[src/dcdiv_pkg.sv]
package dcdiv_pkg;

    // ----------------------------------------------------------------
    // register map (byte addresses)
    // ----------------------------------------------------------------
    localparam logic [11:0] MODE_ADDR = 12'h000;
    localparam logic [11:0] DIVISOR_ADDR = 12'h004;
    localparam logic [11:0] STORE_ADDR = 12'h008;
    localparam logic [11:0] STATUS_ADDR = 12'h00C;

    // ----------------------------------------------------------------
    // mode and divisor word field positions
    // ----------------------------------------------------------------
    localparam int MAIN_PDN_POS = 14;
    localparam int REF_PDN_POS = 13;
    localparam int REF_SEL_POS = 12;
    localparam int REF_EN_POS = 11;
    localparam int REF_PS_HI_POS = 10;
    localparam int REF_PS_LO_POS = 9;
    localparam int MAIN_PS_HI_POS = 8;
    localparam int MAIN_PS_LO_POS = 7;
    localparam int BYPASS_POS = 6;
    localparam int DIVN_LSB_POS = 6;
    localparam int DIVN_W = 10;

    // ----------------------------------------------------------------
    // status word field positions
    // ----------------------------------------------------------------
    localparam int ST_DOWN_POS = 0;
    localparam int ST_STABLE_POS = 1;
    localparam int ST_REF_OE_POS = 2;
    localparam int ST_MAIN_OE_POS = 3;

    // ----------------------------------------------------------------
    // timing and arithmetic
    // ----------------------------------------------------------------
    localparam int STAB_CYCLES = 8000;
    localparam int PERIOD_W = 16;
    localparam logic [PERIOD_W-1:0] MCLK_PERIOD = 16'h0002;
    localparam logic [PERIOD_W-1:0] DIVN_OFFSET = 16'h0002;

    typedef struct packed {
        logic main_pdn;
        logic ref_pdn;
        logic ref_sel;
        logic ref_en;
        logic [1:0] ref_ps;
        logic [1:0] main_ps;
        logic div_bypass;
        logic [DIVN_W-1:0] div_n;
    } dcdiv_cfg_t;

    // enable and select bits set, prescalers by 1, divisor 2
    localparam dcdiv_cfg_t CFG_RESET = '{
        main_pdn: 1'b0, ref_pdn: 1'b0, ref_sel: 1'b1, ref_en: 1'b1,
        ref_ps: 2'h0, main_ps: 2'h0, div_bypass: 1'b0, div_n: 10'h000};

    typedef enum logic [2:0] {
        DCDIV_LOAD = 3'b000,
        DCDIV_STAB = 3'b001,
        DCDIV_RUN = 3'b010,
        DCDIV_DRAIN = 3'b011,
        DCDIV_DOWN = 3'b100
    } dcdiv_state_t;

endpackage : dcdiv_pkg

[src/dcdiv_top.sv]
// Local design decisions: the register offsets and the APB slave port.
`timescale 1ns/100ps

module dcdiv_top #(
    parameter int STAB_COUNT = dcdiv_pkg::STAB_CYCLES
) (
    // clock, reset, enable
    input wire logic pclk,
    input wire logic presetn,
    input wire logic clk_en,
    // apb slave
    input wire logic psel,
    input wire logic penable,
    input wire logic pwrite,
    input wire logic [11:0] paddr,
    input wire logic [31:0] pwdata,
    output logic [31:0] prdata,
    output logic pready,
    output logic pslverr,
    // control pins
    input wire logic reference_control_pin,
    input wire logic main_control_pin,
    // clock outputs with enables
    output logic reference_clock_out,
    output logic reference_clock_oe,
    output logic main_clock_out,
    output logic main_clock_oe,
    output logic device_powered_down
);

    // ----------------------------------------------------------------
    // helpers
    // ----------------------------------------------------------------
    function automatic logic [dcdiv_pkg::PERIOD_W-1:0] prescale_period(
        input logic [1:0] ps);
        prescale_period = dcdiv_pkg::MCLK_PERIOD << ps;
    endfunction : prescale_period

    function automatic logic [dcdiv_pkg::PERIOD_W-1:0] next_count(
        input logic [dcdiv_pkg::PERIOD_W-1:0] cnt,
        input logic [dcdiv_pkg::PERIOD_W-1:0] prd);
        if (cnt >= prd - 16'h0001) begin
            next_count = '0;
        end else begin
            next_count = cnt + 16'h0001;
        end
    endfunction : next_count

    // ----------------------------------------------------------------
    // state
    // ----------------------------------------------------------------
    dcdiv_pkg::dcdiv_cfg_t cfg_ff;
    dcdiv_pkg::dcdiv_cfg_t stored_ff;
    dcdiv_pkg::dcdiv_state_t state_ff;
    dcdiv_pkg::dcdiv_state_t nxt_state;
    logic [13:0] stab_cnt_ff;
    logic ref_pin_meta_ff, ref_pin_ff;
    logic main_pin_meta_ff, main_pin_ff;
    logic [dcdiv_pkg::PERIOD_W-1:0] ref_cnt_ff, ref_prd_ff;
    logic [dcdiv_pkg::PERIOD_W-1:0] main_cnt_ff, main_prd_ff;
    logic [dcdiv_pkg::PERIOD_W-1:0] nxt_ref_cnt, nxt_ref_prd;
    logic [dcdiv_pkg::PERIOD_W-1:0] nxt_main_cnt, nxt_main_prd;
    logic [dcdiv_pkg::PERIOD_W-1:0] ref_target, main_target;
    logic ref_out_ff, main_out_ff, ref_oe_ff, main_oe_ff;
    logic [31:0] prdata_ff;
    logic pslverr_ff;
    logic ref_gate, ref_use_prescale, ref_pd_req, main_gate, main_pd_req;
    logic pd_req, running, setup, wr_ok;

    // ----------------------------------------------------------------
    // pin synchronisers
    // ----------------------------------------------------------------
    always_ff @(posedge pclk or negedge presetn) begin
        if (!presetn) begin
            ref_pin_meta_ff <= 1'b0;
            ref_pin_ff <= 1'b0;
            main_pin_meta_ff <= 1'b0;
            main_pin_ff <= 1'b0;
        end else if (clk_en) begin
            ref_pin_meta_ff <= reference_control_pin;
            ref_pin_ff <= ref_pin_meta_ff;
            main_pin_meta_ff <= main_control_pin;
            main_pin_ff <= main_pin_meta_ff;
        end
    end

    // ----------------------------------------------------------------
    // control pin role decode
    // ----------------------------------------------------------------
    always_comb begin
        ref_gate = 1'b0;
        ref_use_prescale = cfg_ff.ref_sel;
        ref_pd_req = 1'b0;
        if (cfg_ff.ref_pdn) begin
            ref_pd_req = ref_pin_ff;
            ref_gate = !ref_pin_ff;
        end else if (cfg_ff.ref_en) begin
            ref_gate = !ref_pin_ff;
        end else if (cfg_ff.ref_sel) begin
            ref_gate = 1'b1;
            ref_use_prescale = ref_pin_ff;
        end else begin
            ref_pd_req = ref_pin_ff;
        end
        main_gate = !main_pin_ff;
        main_pd_req = cfg_ff.main_pdn & main_pin_ff;
    end

    assign pd_req = ref_pd_req | main_pd_req;
    assign running = (state_ff == dcdiv_pkg::DCDIV_RUN);

    // ----------------------------------------------------------------
    // power sequencing
    // ----------------------------------------------------------------
    always_comb begin
        nxt_state = state_ff;
        unique case (state_ff)
            dcdiv_pkg::DCDIV_LOAD: nxt_state = dcdiv_pkg::DCDIV_STAB;
            dcdiv_pkg::DCDIV_STAB: begin
                if (pd_req) begin
                    nxt_state = dcdiv_pkg::DCDIV_DOWN;
                end else if (stab_cnt_ff == 14'(STAB_COUNT - 1)) begin
                    nxt_state = dcdiv_pkg::DCDIV_RUN;
                end
            end
            dcdiv_pkg::DCDIV_RUN: begin
                if (pd_req) begin
                    nxt_state = dcdiv_pkg::DCDIV_DRAIN;
                end
            end
            dcdiv_pkg::DCDIV_DRAIN: begin
                // both outputs must be floated before the core stops
                if (!ref_oe_ff && !main_oe_ff) begin
                    nxt_state = dcdiv_pkg::DCDIV_DOWN;
                end
            end
            dcdiv_pkg::DCDIV_DOWN: begin
                if (!pd_req) begin
                    nxt_state = dcdiv_pkg::DCDIV_STAB;
                end
            end
            default: nxt_state = dcdiv_pkg::DCDIV_LOAD;
        endcase
    end

    always_ff @(posedge pclk or negedge presetn) begin
        if (!presetn) begin
            state_ff <= dcdiv_pkg::DCDIV_LOAD;
        end else if (clk_en) begin
            state_ff <= nxt_state;
        end
    end

    always_ff @(posedge pclk or negedge presetn) begin
        if (!presetn) begin
            stab_cnt_ff <= '0;
        end else if (clk_en) begin
            if (state_ff == dcdiv_pkg::DCDIV_STAB) begin
                stab_cnt_ff <= stab_cnt_ff + 14'h0001;
            end else begin
                stab_cnt_ff <= '0;
            end
        end
    end

    // ----------------------------------------------------------------
    // apb slave
    // ----------------------------------------------------------------
    assign setup = psel && !penable;
    // writes are refused while the core is powered down
    assign wr_ok = (state_ff != dcdiv_pkg::DCDIV_DOWN);

    always_ff @(posedge pclk or negedge presetn) begin
        if (!presetn) begin
            prdata_ff <= '0;
            pslverr_ff <= 1'b0;
        end else if (clk_en && setup) begin
            prdata_ff <= '0;
            pslverr_ff <= 1'b0;
            unique case (paddr)
                dcdiv_pkg::MODE_ADDR: begin
                    prdata_ff <= {17'h00000, cfg_ff.main_pdn, cfg_ff.ref_pdn,
                        cfg_ff.ref_sel, cfg_ff.ref_en, cfg_ff.ref_ps,
                        cfg_ff.main_ps, cfg_ff.div_bypass, 6'h00};
                    pslverr_ff <= pwrite && !wr_ok;
                end
                dcdiv_pkg::DIVISOR_ADDR: begin
                    prdata_ff <= {16'h0000, cfg_ff.div_n, 6'h00};
                    pslverr_ff <= pwrite && !wr_ok;
                end
                dcdiv_pkg::STORE_ADDR: pslverr_ff <= pwrite && !wr_ok;
                dcdiv_pkg::STATUS_ADDR: begin
                    prdata_ff[dcdiv_pkg::ST_DOWN_POS] <=
                        (state_ff == dcdiv_pkg::DCDIV_DOWN);
                    prdata_ff[dcdiv_pkg::ST_STABLE_POS] <= running;
                    prdata_ff[dcdiv_pkg::ST_REF_OE_POS] <= ref_oe_ff;
                    prdata_ff[dcdiv_pkg::ST_MAIN_OE_POS] <= main_oe_ff;
                    pslverr_ff <= pwrite;
                end
                default: pslverr_ff <= 1'b1;
            endcase
        end
    end

    assign pready = 1'b1;
    assign prdata = prdata_ff;
    assign pslverr = psel && penable && pslverr_ff;

    // ----------------------------------------------------------------
    // working and stored configuration
    // ----------------------------------------------------------------
    always_ff @(posedge pclk or negedge presetn) begin
        if (!presetn) begin
            cfg_ff <= dcdiv_pkg::CFG_RESET;
        end else if (clk_en) begin
            if (state_ff == dcdiv_pkg::DCDIV_LOAD) begin
                cfg_ff <= stored_ff;
            end else if (psel && penable && pwrite && wr_ok) begin
                if (paddr == dcdiv_pkg::MODE_ADDR) begin
                    cfg_ff.main_pdn <= pwdata[dcdiv_pkg::MAIN_PDN_POS];
                    cfg_ff.ref_pdn <= pwdata[dcdiv_pkg::REF_PDN_POS];
                    cfg_ff.ref_sel <= pwdata[dcdiv_pkg::REF_SEL_POS];
                    cfg_ff.ref_en <= pwdata[dcdiv_pkg::REF_EN_POS];
                    cfg_ff.ref_ps <= pwdata[dcdiv_pkg::REF_PS_HI_POS:
                        dcdiv_pkg::REF_PS_LO_POS];
                    cfg_ff.main_ps <= pwdata[dcdiv_pkg::MAIN_PS_HI_POS:
                        dcdiv_pkg::MAIN_PS_LO_POS];
                    cfg_ff.div_bypass <= pwdata[dcdiv_pkg::BYPASS_POS];
                end else if (paddr == dcdiv_pkg::DIVISOR_ADDR) begin
                    cfg_ff.div_n <= pwdata[dcdiv_pkg::DIVN_LSB_POS +: dcdiv_pkg::DIVN_W];
                end
            end
        end
    end

    // stands in for nonvolatile cells: survives power-down, not presetn
    always_ff @(posedge pclk or negedge presetn) begin
        if (!presetn) begin
            stored_ff <= dcdiv_pkg::CFG_RESET;
        end else if (clk_en && psel && penable && pwrite && wr_ok
                     && paddr == dcdiv_pkg::STORE_ADDR) begin
            stored_ff <= cfg_ff;
        end
    end

    // ----------------------------------------------------------------
    // dividers: master clock is pclk/2, each output a counter
    // ----------------------------------------------------------------
    always_comb begin
        ref_target = ref_use_prescale ? prescale_period(cfg_ff.ref_ps)
                                      : dcdiv_pkg::MCLK_PERIOD;
        main_target = cfg_ff.div_bypass ? prescale_period(cfg_ff.main_ps)
            : 16'(({6'h00, cfg_ff.div_n} + dcdiv_pkg::DIVN_OFFSET)
                  << (3'(cfg_ff.main_ps) + 3'h1));
        nxt_ref_cnt = next_count(ref_cnt_ff, ref_prd_ff);
        nxt_main_cnt = next_count(main_cnt_ff, main_prd_ff);
        // new ratios are taken only when a period wraps
        nxt_ref_prd = (nxt_ref_cnt == '0) ? ref_target : ref_prd_ff;
        nxt_main_prd = (nxt_main_cnt == '0) ? main_target : main_prd_ff;
    end

    always_ff @(posedge pclk or negedge presetn) begin
        if (!presetn) begin
            ref_cnt_ff <= '0;
            ref_prd_ff <= dcdiv_pkg::MCLK_PERIOD;
            ref_out_ff <= 1'b0;
        end else if (clk_en) begin
            // cleared on the way into power-down so no high level is left standing
            if (nxt_state == dcdiv_pkg::DCDIV_DOWN) begin
                ref_cnt_ff <= '0;
                ref_out_ff <= 1'b0;
            end else begin
                ref_cnt_ff <= nxt_ref_cnt;
                ref_prd_ff <= nxt_ref_prd;
                ref_out_ff <= nxt_ref_cnt < (nxt_ref_prd >> 1);
            end
        end
    end

    always_ff @(posedge pclk or negedge presetn) begin
        if (!presetn) begin
            main_cnt_ff <= '0;
            main_prd_ff <= dcdiv_pkg::MCLK_PERIOD;
            main_out_ff <= 1'b0;
        end else if (clk_en) begin
            if (nxt_state == dcdiv_pkg::DCDIV_DOWN) begin
                main_cnt_ff <= '0;
                main_out_ff <= 1'b0;
            end else begin
                main_cnt_ff <= nxt_main_cnt;
                main_prd_ff <= nxt_main_prd;
                main_out_ff <= nxt_main_cnt < (nxt_main_prd >> 1);
            end
        end
    end

    // ----------------------------------------------------------------
    // smart output enables
    // ----------------------------------------------------------------
    // enables move only while the driven level is low, so no runt
    always_ff @(posedge pclk or negedge presetn) begin
        if (!presetn) begin
            ref_oe_ff <= 1'b0;
            main_oe_ff <= 1'b0;
        end else if (clk_en) begin
            if (!ref_out_ff) begin
                ref_oe_ff <= running && ref_gate && !pd_req;
            end
            if (!main_out_ff) begin
                main_oe_ff <= running && main_gate && !pd_req;
            end
        end
    end

    assign reference_clock_out = ref_out_ff;
    assign reference_clock_oe = ref_oe_ff;
    assign main_clock_out = main_out_ff;
    assign main_clock_oe = main_oe_ff;
    assign device_powered_down = (state_ff == dcdiv_pkg::DCDIV_DOWN);

endmodule : dcdiv_top

[config.mk]
export PLATFORM = sky130hd
export DESIGN_NAME = dcdiv_top
export DESIGN_NICKNAME = d
export VERILOG_FILES = /design/src/dcdiv_pkg.sv /design/src/dcdiv_top.sv
export SDC_FILE = /design/constraint.sdc
export NUM_CORES = 1
export LEC_CHECK = 0
export BUFFER_PORTS_ARGS = -buffer_cell sky130_fd_sc_hd__buf_2
export CAP_MARGIN = 0
export CORE_UTILIZATION = 37
export CTS_CLUSTER_SIZE = 24
export DETAILED_ROUTE_END_ITERATION = 16
export PLACE_DENSITY = 0.51
export SYNTH_ARGS = -nofsm -noshare
export SYNTH_HDL_FRONTEND = slang
export SYNTH_SLANG_ARGS = --single-unit
[constraint.sdc]
create_clock -name pclk -period 9.1 [get_ports pclk]
set_clock_uncertainty 0.1 [all_clocks]
set_input_delay 0.455 -clock pclk [delete_from_list [all_inputs] [get_ports pclk]]
set_output_delay 0.455 -clock pclk [all_outputs]
set_load 0.005 [all_outputs]
==> impl_metrics.env, run 1 <==
export IMPL_status="finished, final reports clean"
export IMPL_cp_slowest_cell="a31oi_4"
export IMPL_synth_top_family_by_area="simple AND/OR/NAND/NOR gates"
export IMPL_cts_tree="built"
export IMPL_dp_hpwl_mm=18.6
export IMPL_core_area_mm2=0.0270
export IMPL_first_global_vias=7836
export IMPL_rrSetupSlack_ns=3.14
export IMPL_final_cell_mix="dfrtp_1 (135), nand2_1 (120), nor2_1 (104), o21ai_0 (83), ha_1 (69)"
export IMPL_yosys_mux_area_fraction_pct=8.13
export IMPL_cap_violations=0
export IMPL_postSynthCellCount=1144
export IMPL_swShare_pct=45.3
export IMPL_syn_cell_area_mm2=0.0102
export IMPL_seqPwrFrac_pct=30.3
export IMPL_multi_input_area_mm2=0.00622
export IMPL_mostFrequentLayoutCell="dfrtp_1"
export IMPL_grt_pass1_wl_mm=42.2
export IMPL_max_slew_margin_pct=35.0
export IMPL_avgSynthCellArea_um2=8.91
export IMPL_critPathKind="reg -> reg"
export IMPL_finalHoldViolCount=0
export IMPL_max_vdd_ir_drop_mv=0.154
export IMPL_ys_seq_area_share_pct=34.7
export IMPL_final_core_util_pct=41.4
export IMPL_gr_usage_all_layers_pct=18.8
export IMPL_grt_max_degree=74
export IMPL_ys_warn_count=0
export IMPL_whs_ns=0.150
export IMPL_register_area_mm2=0.00354
export IMPL_htree_num_levels=4
export IMPL_antenna_left=0
export IMPL_ctsResizeCount=0
export IMPL_p_switching_mw=1.44
export IMPL_cp_slowest_stage_delay_ns=0.67
export IMPL_r2r_end="reference_clock_out"
export IMPL_tightest_slew_ns=0.972
export IMPL_ys_ff_latch=141
export IMPL_viasPerCell=5.46
export IMPL_p_clk_share_pct=22.4
export IMPL_drive_above_1_share_pct=14.0
export IMPL_synth_edff_count=0
export IMPL_clock_latency_ns=0.44
export IMPL_worstPathMaxFanout=19
export IMPL_cts_sinks=141
export IMPL_cts_clk_slew_worst_paths_ns=0.07
export IMPL_min_period_ns=5.96
export IMPL_start_util_pct=37.7
export IMPL_cp_depth=20
export IMPL_chipHeight_um=168
export IMPL_fmax_mhz=168
export IMPL_synth_ff_type="dfrtp_1"
export IMPL_timing_critical_path_to="reference_clock_out"
export IMPL_path_buf_inv=0
export IMPL_arrival_ns=6.21
export IMPL_critPathLaunch="ref_prd_ff[3]"
export IMPL_gr_total_overflow=0
export IMPL_vias=8248
export IMPL_setup_viol=0
export IMPL_end_kind="flip-flop"
export IMPL_cts_root_buf="clkbuf_16"
export IMPL_synth_xor_xnor_area_share_pct=5.84
export IMPL_area_growth_pct=9.78
export IMPL_route_detailed_drc=0
export IMPL_cts_path_max_buffers=2
export IMPL_cts_buffers=17
export IMPL_hold_depth=2
export IMPL_path_cells="or3_1 -> nor2_1 -> nand3_1 -> nor3_1 -> xnor2_1 -> ha_1 -> nand3_1 -> nor2_1 -> a211oi_1 -> nand2_1 -> a31oi_4 -> nand2_1 -> ha_1 -> a21o_1 -> a21o_1 -> a21oi_1 -> nor2_1 -> a2111oi_0 -> o211ai_1 -> a32oi_1"
export IMPL_leakage_nw=5.00
export IMPL_crit_required_ns=9.35
export IMPL_post_cts_setup_buffers=0
export IMPL_finalSetupTns_ns=0
export IMPL_stdcell_count=1512
export IMPL_wl_per_cell_um=16.9
export IMPL_num_antenna_cells=0
export IMPL_synthSimpleGateAreaFrac_pct=21.4
export IMPL_dp_cells=1479
export IMPL_ys_types=86
export IMPL_worstHoldPathType="in -> reg"
export IMPL_p_int_mw=1.74
export IMPL_yosys_area_share_adder_pct=8.47
export IMPL_r2r_start="ref_prd_ff[3]"
export IMPL_fillers=2724
export IMPL_fp_row_count=60
export IMPL_timing_final_crit_share_pct=65.5
export IMPL_synth_compound_area_share_pct=16.4
export IMPL_r2r_cells=20
export IMPL_first_pass_iters=5
export IMPL_die_x_um=168
export IMPL_power_density_mw_per_mm2=284
export IMPL_antenna_found_initial=0
export IMPL_crit_top_cell="nor2_1"
export IMPL_cp_start_kind="flip-flop"
export IMPL_slew_viol_final=0
export IMPL_finalWeightedCongestion=0.797
export IMPL_ios=91
export IMPL_async_flop_share_pct=100
export IMPL_postCtsHoldBufs=1
export IMPL_io_buffers=49
export IMPL_crit_family="compound AO/OA/AOI/OAI gates"
export IMPL_rsz0062_at_grt="no"
export IMPL_first_iter_violations=480
export IMPL_fin_nets=1279
export IMPL_finalWirelength_mm=25.6
export IMPL_pwr_share_comb_pct=47.3
export IMPL_die_area_mm2=0.0282
[cell type report]
class / count / share of cell area [%]
inverters: 25 / 0.838
multi-input cells: 915 / 55.6
clock inverters: 15 / 1.51
flip-flops and latches: 141 / 31.6
well taps: 341 / 3.81
repair buffers: 58 / 2.87
clock buffers: 17 / 3.80
[per-stage QoR]
stage | worst slack (ns) | power [mW] | area, um^2
after floorplan | 4.43 | 2.10 | 10300
after global placement | 3.04 | 2.46 | 10600
after detailed placement | 3.04 | 2.47 | 10600
after CTS | 3.01 | 3.20 | 11200
after global routing | 2.53 | 3.44 | 11200
final | 3.14 | 3.17 | 11200
[metal layers]
metal	vias to the layer above	part of all wire [%]	GRT usage, %
met4	0	1.3	5.62
met1	3989	50	26.4
met3	21	2.7	2.91
li1	4127	-	-
met5	-	0	0
met2	111	46	29.9
[logic make-up (layout without fill, tap and decap cells)]
kind of cell / Yosys count / count (layout)
xor gates and xnor gates: 68 / 68
DFF: 141 / 141
adders and majority gates: 69 / 69
other: 2 / 19
AOI/OAI and AO/OA: 255 / 255
buffers and inverters: 105 / 115
muxes: 74 / 74
and+or+nand+nor: 430 / 430
[synth_stat cells (5+ instances only)]
library cell  count  area [um^2]
and4_1            6         52.6
buf_2            15         75.1
ha_1             69          863
nand2b_1         11         68.8
a22o_1            6         52.6
a21oi_1          64          320
mux2_2           35          394
a211oi_1          5         37.5
dfrtp_1         135         3380
dfstp_2           6          158
nor3_1           20          100
o21ai_0          83          415
a22oi_1          13         97.6
buf_4            22          165
nor4_1           15         93.8
xnor2_1          45          394
nand4_1          25          156
nor2_1          104          390
o41ai_1           5         43.8
a21o_1            8         60.1
clkbuf_1         39          146
nor3b_1           6         45.0
or3_1            12         75.1
o21a_1            5         37.5
nand3_1          38          190
mux2i_1          30          300
o2bb2ai_1         9         78.8
and3_1           13         81.3
nand2_1         120          450
xor2_1           23          201
mux2_4            9          135
inv_1            23         86.3
o31ai_1          12         90.1
nor2b_1          31          194
[state kept, by name, summed over array words and instances, names as in the netlist, 3 cells and up]
name,cells
stab_cnt_ff,14
ref_cnt_ff,16
prdata,14
ref_prd_ff,15
stored_ff,19
main_cnt_ff,16
state_ff,3
main_prd_ff,16
cfg_ff,19
[how the worst min path moves through the flow]
stage / startpoint / to / slack (ns)
floorplan: presetn / cfg_ff[0] / 0.06
global placement: prdata[11] / prdata[11] / 0.36
detailed placement: prdata[14] / prdata[14] / 0.37
CTS: main_control_pin / main_pin_meta_ff / 0.13
global route: main_control_pin / main_pin_meta_ff / 0.14
finish: main_control_pin / main_pin_meta_ff / 0.15
[power groups by stage]
stage,logic [mW],clock network [mW],registers (mW)
global route,1.69,0.760,0.985
global placement,1.49,0,0.967
finish,1.50,0.711,0.961
detailed placement,1.50,0,0.969
floorplan,1.25,0,0.854
CTS,1.51,0.735,0.958
[worst register-to-register path, stage by stage, from the launching register on]
cell and delay (ns):
dfrtp_1 0.46, or3_1 0.39, nor2_1 0.20, nand3_1 0.21
nor3_1 0.26, xnor2_1 0.15, ha_1 0.25, nand3_1 0.14
nor2_1 0.07, a211oi_1 0.41, nand2_1 0.56, a31oi_4 0.67
nand2_1 0.13, ha_1 0.33, a21o_1 0.16, a21o_1 0.17
a21oi_1 0.14, nor2_1 0.05, a2111oi_0 0.65, o211ai_1 0.19
a32oi_1 0.19
Note: power is estimated with default switching activity, not from simulation.
==> run 2: changes to the inputs <==
--- a/config.mk
+++ b/config.mk
@@ -5,12 +5,13 @@
 export SDC_FILE = /design/constraint.sdc
 export NUM_CORES = 1
 export LEC_CHECK = 0
+export ABC_AREA = 1
 export BUFFER_PORTS_ARGS = -buffer_cell sky130_fd_sc_hd__buf_2
 export CAP_MARGIN = 0
 export CORE_UTILIZATION = 37
 export CTS_CLUSTER_SIZE = 24
 export DETAILED_ROUTE_END_ITERATION = 16
-export PLACE_DENSITY = 0.51
+export PLACE_DENSITY = 0.53
 export SYNTH_ARGS = -nofsm -noshare
 export SYNTH_HDL_FRONTEND = slang
 export SYNTH_SLANG_ARGS = --single-unit
==> constraint.sdc (replaced) <==
create_clock -name pclk -period 5.25 [get_ports pclk]
set_clock_uncertainty 0.1 [all_clocks]
set_input_delay 0.2625 -clock pclk [delete_from_list [all_inputs] [get_ports pclk]]
set_output_delay 0.2625 -clock pclk [all_outputs]
set_load 0.005 [all_outputs]
==> impl_metrics.env, run 2 <==
export IMPL_status="finished, final reports clean"
export IMPL_io_buffers=49
export IMPL_grt_max_degree=77
export IMPL_timing_final_crit_share_pct=89.9
export IMPL_pwr_share_comb_pct=47.4
export IMPL_synth_top_cells_by_area="dfrtp_1 (34%), nand2_1 (14%), ha_1 (8.8%)"
export IMPL_chipHeight_um=165
export IMPL_cts_path_max_buffers=2
export IMPL_rsz0062_at_grt="no"
export IMPL_grt_pass1_wl_mm=42.7
export IMPL_crit_top_cell="nand2_1"
export IMPL_hp_start="pwrite"
export IMPL_ios=91
export IMPL_gr_usage_all_layers_pct=20.0
export IMPL_antenna_found_initial=0
export IMPL_cap_violations=0
export IMPL_power_density_mw_per_mm2=480
export IMPL_worstHoldPathType="in -> reg"
export IMPL_cp_slowest_cell="dfrtp_1"
export IMPL_cts_root_buf="clkbuf_16"
export IMPL_route_detailed_drc=0
export IMPL_finalHoldViolCount=0
export IMPL_p_int_mw=2.90
export IMPL_first_global_vias=8280
export IMPL_place_area_mm2=0.0104
export IMPL_htree_num_levels=4
export IMPL_wl_per_cell_um=14.4
export IMPL_cp_slowest_stage_delay_ns=0.43
export IMPL_drive_above_1_share_pct=9.02
export IMPL_p_clk_share_pct=23.9
export IMPL_critPathLaunch="main_prd_ff[2]"
export IMPL_fin_nets=1561
export IMPL_wl_met1_mm=13.1
export IMPL_crit_required_ns=5.51
export IMPL_finalWirelength_mm=25.7
export IMPL_wl_met3_um=879
export IMPL_first_pass_iters=6
export IMPL_cts_tree="built"
export IMPL_fin_area_mm2=0.0111
export IMPL_end_kind="flip-flop"
export IMPL_ys_seq_area_share_pct=35.9
export IMPL_first_iter_violations=509
export IMPL_post_cts_setup_buffers=0
export IMPL_r2r_start="main_prd_ff[2]"
export IMPL_die_area_mm2=0.0272
export IMPL_whs_ns=0.0213
export IMPL_num_antenna_cells=0
export IMPL_p_switching_mw=2.41
export IMPL_cp_start_kind="flip-flop"
export IMPL_setup_viol=0
export IMPL_antenna_left=0
export IMPL_synth_ff_type="dfrtp_1"
export IMPL_final_cell_mix="nand2_1 (371), inv_1 (195), dfrtp_1 (135), nor2_1 (133), o21ai_0 (125)"
export IMPL_tightest_slew_ns=0.987
export IMPL_ys_warn_count=0
export IMPL_max_vdd_ir_drop_mv=0.260
export IMPL_cts_sinks=141
export IMPL_postSynthCellCount=1395
export IMPL_core_area_mm2=0.0261
export IMPL_ys_ff_latch=141
export IMPL_synth_largest_area_cell="dfrtp_1"
export IMPL_post_synth_top_area_fraction_pct=34.3
export IMPL_routed_top_layer="met4"
export IMPL_synth_most_common_cell="nand2_1"
export IMPL_cts_clk_slew_worst_paths_ns=0.08
export IMPL_arrival_ns=4.98
export IMPL_synth_edff_count=0
export IMPL_start_util_pct=37.8
export IMPL_fmax_mhz=212
export IMPL_cts_buffers=17
export IMPL_max_slew_margin_pct=34.2
export IMPL_area_growth_pct=12.4
export IMPL_finalSetupTns_ns=0
export IMPL_avgSynthCellArea_um2=7.05
export IMPL_die_x_um=165
export IMPL_leakage_nw=5.76
export IMPL_slew_viol_final=0
export IMPL_dp_hpwl_mm=19.2
export IMPL_largestRegisters="cfg_ff x19, stored_ff x19"
export IMPL_viasPerCell=4.94
export IMPL_clock_latency_ns=0.43
export IMPL_swShare_pct=45.4
export IMPL_ys_top_cells_by_count="nand2_1 (371), inv_1 (196), dfrtp_1 (135), nor2_1 (133), o21ai_0 (125)"
export IMPL_gr_total_overflow=0
export IMPL_mostFrequentLayoutCell="nand2_1"
export IMPL_async_flop_share_pct=100
export IMPL_ys_types=45
export IMPL_preCtsSetupSlack_ns=0.213
export IMPL_min_period_ns=4.72
export IMPL_met2WireLength_mm=11.2
export IMPL_critPathKind="reg -> reg"
export IMPL_fp_row_count=59
export IMPL_syn_cell_area_mm2=0.00984
export IMPL_seqPwrFrac_pct=28.7
export IMPL_finalWeightedCongestion=0.862
export IMPL_worstPathMaxFanout=11
export IMPL_vias=8833
export IMPL_layout_setup_ws_ns=0.532
==> run 2: cell types whose count changed in the layout (fill, tap and decap cells not counted), sizes merged, moves of 12 or more <==
cell,previous run,this run
a21oi,65,48
inv,34,209
mux2,44,0
mux2i,30,3
nand2,121,377
nand3,40,64
nor2,106,142
nor2b,31,0
o21ai,84,133
o22ai,4,26
or3,12,0
xnor2,45,9
==> run 2: metal layers <==
| metal | GRT usage (%) | up-vias |
|---|---|---|
| li1 | - | 4572 |
| met1 | 28.5 | 4062 |
| met2 | 30.7 | 176 |
| met3 | 3.27 | 23 |
| met4 | 6.38 | 0 |
| met5 | 0 | - |
==> run 2: layout make-up <==
class | instances | area [um^2]
multi-input combinational | 1012 | 5350
clock inverter | 14 | 173
inverter | 203 | 766
tap | 335 | 419
fill | 2771 | 15000
sequential | 141 | 3540
clock buffer | 18 | 429
timing repair buffer | 65 | 392
==> run 2: what timing repair did <==
action                                  in CTS  in global routing
endpoints found under the setup margin       0                  2
hold buffers                                 3                  0
resized for setup                            0                  8
hold endpoints to repair                    30                  0
==> run 2: per-stage QoR <==
step / power (mW) / utilization (%) / cells
after floorplan: 3.36 / - / 1412
after global placement: 4.01 / 39.9 / 1753
after detailed placement: 4.05 / 39.9 / 1753
after CTS: 5.34 / 42.3 / 1788
after global routing: 5.84 / 42.5 / 1788
final: 5.31 / 42.5 / 1788
==> run 2: path summary, 6_finish.rpt <==
| check | end | slack (ns) | cells after the start |
|---|---|---|---|
| min in group asynchronous | main_cnt_ff[12] | 0.20 | 2 |
| hold / removal | pslverr_ff | 0.02 | 3 |
| setup reg to reg | main_clock_out | 0.53 | 31 |
| hold reg to reg | main_pin_meta_ff | 0.37 | 2 |
| setup / recovery | main_clock_out | 0.53 | 31 |
| max in group asynchronous | stored_ff[1] | 3.53 | 3 |
==> run 2: cells by family (layout without fill, tap and decap cells) <==
| family | Yosys count | after routing | synth area share, % |
|---|---|---|---|
| muxes | 3 | 3 | 0.305 |
| and+or+nand+nor | 638 | 638 | 27.2 |
| xor gates and xnor gates | 36 | 36 | 3.20 |
| buffers and inverters | 259 | 300 | 10.7 |
| other | 2 | 19 | 0.0763 |
| AOI/OAI and AO/OA | 247 | 247 | 13.9 |
| adders and majority gates | 69 | 69 | 8.77 |
| DFF | 141 | 141 | 35.9 |
==> run 2: power by group through the flow <==
stage	Clock (mW)	Combinational [mW]	Sequential, mW
finish	1.27	2.52	1.52
global route	1.35	2.94	1.56
CTS	1.30	2.52	1.52
detailed placement	0	2.51	1.54
global placement	0	2.48	1.53
floorplan	0	1.90	1.47
==> run 2: critical path, delay by kind of cell (launching register included) <==
family / cells / cell delay [ns]
DFF: 1 / 0.43
buffers and inverters: 4 / 0.51
AOI/OAI and AO/OA: 4 / 0.75
adders and majority gates: 2 / 0.58
and+or+nand+nor: 20 / 2.14
xor gates and xnor gates: 1 / 0.14
==> run 3: changes to the inputs <==
--- a/config.mk
+++ b/config.mk
@@ -5,7 +5,6 @@
 export SDC_FILE = /design/constraint.sdc
 export NUM_CORES = 1
 export LEC_CHECK = 0
-export ABC_AREA = 1
 export BUFFER_PORTS_ARGS = -buffer_cell sky130_fd_sc_hd__buf_2
 export CAP_MARGIN = 0
 export CORE_UTILIZATION = 37
==> impl_metrics.env, run 3 (synthesized netlist as in run 1, its figures left out) <==
export IMPL_status="finished, final reports clean"
export IMPL_dp_hpwl_mm=18.7
export IMPL_worstPathMaxFanout=8
export IMPL_num_antenna_cells=0
export IMPL_vias=8307
export IMPL_largestRegisters="cfg_ff x19, stored_ff x19"
export IMPL_route_detailed_drc=0
export IMPL_whs_ns=0.0275
export IMPL_mostFrequentLayoutCell="dfrtp_1"
export IMPL_cts_buffers=17
export IMPL_worstHoldPathType="in -> reg"
export IMPL_first_global_vias=8048
export IMPL_cap_violations=0
export IMPL_fp_row_count=60
export IMPL_hold_depth=3
export IMPL_ios=91
export IMPL_final_cell_mix="dfrtp_1 (135), nand2_1 (119), nor2_1 (104), o21ai_0 (83), ha_1 (69)"
export IMPL_first_iter_violations=629
export IMPL_layout_setup_ws_ns=0.394
export IMPL_setup_viol=0
export IMPL_io_buffers=49
export IMPL_cts_sinks=141
export IMPL_power_density_mw_per_mm2=501
export IMPL_viasPerCell=5.44
export IMPL_cp_start_kind="flip-flop"
export IMPL_tightest_slew_ns=1.23
export IMPL_core_area_mm2=0.0270
export IMPL_leakage_nw=5.08
export IMPL_antenna_found_initial=0
export IMPL_gr_usage_all_layers_pct=19.2
export IMPL_timing_final_crit_share_pct=92.5
export IMPL_wl_met1_mm=12.9
export IMPL_wl_per_cell_um=16.9
export IMPL_wl_met3_um=717
export IMPL_finalWirelength_mm=25.7
export IMPL_min_period_ns=4.86
export IMPL_max_vdd_ir_drop_mv=0.242
export IMPL_power_mw=5.69
export IMPL_rsz0062_at_grt="no"
export IMPL_dp_cells=1492
export IMPL_die_area_mm2=0.0282
export IMPL_first_pass_iters=5
export IMPL_slew_viol_final=0
export IMPL_grt_pass1_wl_mm=43.1
export IMPL_crit_required_ns=5.52
export IMPL_area_growth_pct=11.3
export IMPL_end_kind="flip-flop"
export IMPL_fmax_mhz=206
export IMPL_die_x_um=168
export IMPL_finalWeightedCongestion=0.813
export IMPL_fin_nets=1294
export IMPL_cts_tree="built"
export IMPL_r2r_cells=23
export IMPL_grt_max_degree=93
export IMPL_drive_above_1_share_pct=15.6
export IMPL_antenna_left=0
export IMPL_max_slew_margin_pct=17.3
export IMPL_fillers=2698
export IMPL_arrival_ns=5.13
export IMPL_start_util_pct=37.7
export IMPL_gr_total_overflow=0
export IMPL_critPathKind="reg -> reg"
export IMPL_finalSetupTns_ns=0
export IMPL_cts_clk_slew_worst_paths_ns=0.07
export IMPL_chipHeight_um=168
export IMPL_htree_num_levels=4
export IMPL_cts_root_buf="clkbuf_16"
export IMPL_clock_latency_ns=0.44
export IMPL_met2WireLength_mm=11.8
export IMPL_cts_path_max_buffers=2
export IMPL_preCtsSetupSlack_ns=0.231
export IMPL_finalHoldViolCount=0
export IMPL_stdcell_count=1527
export IMPL_routed_top_layer="met4"
[run 3: final timing paths]
check,from,end,slack (ns)
max,main_prd_ff[0],main_clock_out,0.39
min,pwdata[15],cfg_ff[9],0.03
max reg2reg,main_prd_ff[0],main_clock_out,0.39
min reg2reg,prdata[14],prdata[14],0.37
max in group asynchronous,presetn,pslverr_ff,3.46
min in group asynchronous,presetn,stab_cnt_ff[10],0.39
[run 3: critical path: stages, from the launching register on]
cell and delay (ns):
dfrtp_1 0.38, inv_1 0.10, ha_1 0.20, nand2_1 0.09, or2_2 0.30, nand2b_1 0.25, nor3_1 0.25, xnor2_1 0.18
ha_1 0.27, nand4_1 0.13, nor3_1 0.09, a311oi_2 0.38, nand2_2 0.12, a21oi_4 0.16, buf_4 0.17, buf_4 0.22
mux2i_1 0.24, ha_1 0.26, a21o_1 0.18, a21oi_1 0.16, o21ai_0 0.09, o21ai_0 0.13, o21ai_0 0.10, and4b_1 0.24
[run 3: final cells by class]
cell class              count  area [um^2]  share of cell area [%]
clock buffers              17          425                    3.75
clock inverters            15          164                    1.44
inverters                  25         93.8                   0.827
multi-input cells         915         6270                    55.2
flip-flops and latches    141         3540                    31.1
well taps                 341          427                    3.76
repair buffers             73          439                    3.87
[run 3: timing repair]
action | in CTS | in global routing
hold endpoints to repair | 91 | 0
setup buffers | 0 | 0
setup endpoints to repair | 0 | 2
resized for setup | 0 | 9
hold buffers | 3 | 0
[run 3: metal layers]
layer  vias to the layer above  global-route usage, %
li1                       4159                      -
met5                         -                      0
met2                       103                   30.7
met1                      4025                   26.9
met3                        20                   3.55
met4                         0                   4.35
[run 3: where the power goes]
group	leakage, nW	switching [mW]	internal [mW]
logic	2.92	1.60	1.20
clock network	0.289	0.567	0.679
registers	1.87	0.359	1.29
total	5.08	2.53	3.16
[run 3: metrics by stage]
step | instance area (um^2) | util, %
final | 11400 | 42.0
after floorplan | 10300 | -
after global placement | 10700 | 39.6
after global routing | 11400 | 42.0
after detailed placement | 10700 | 39.6
after CTS | 11300 | 41.8
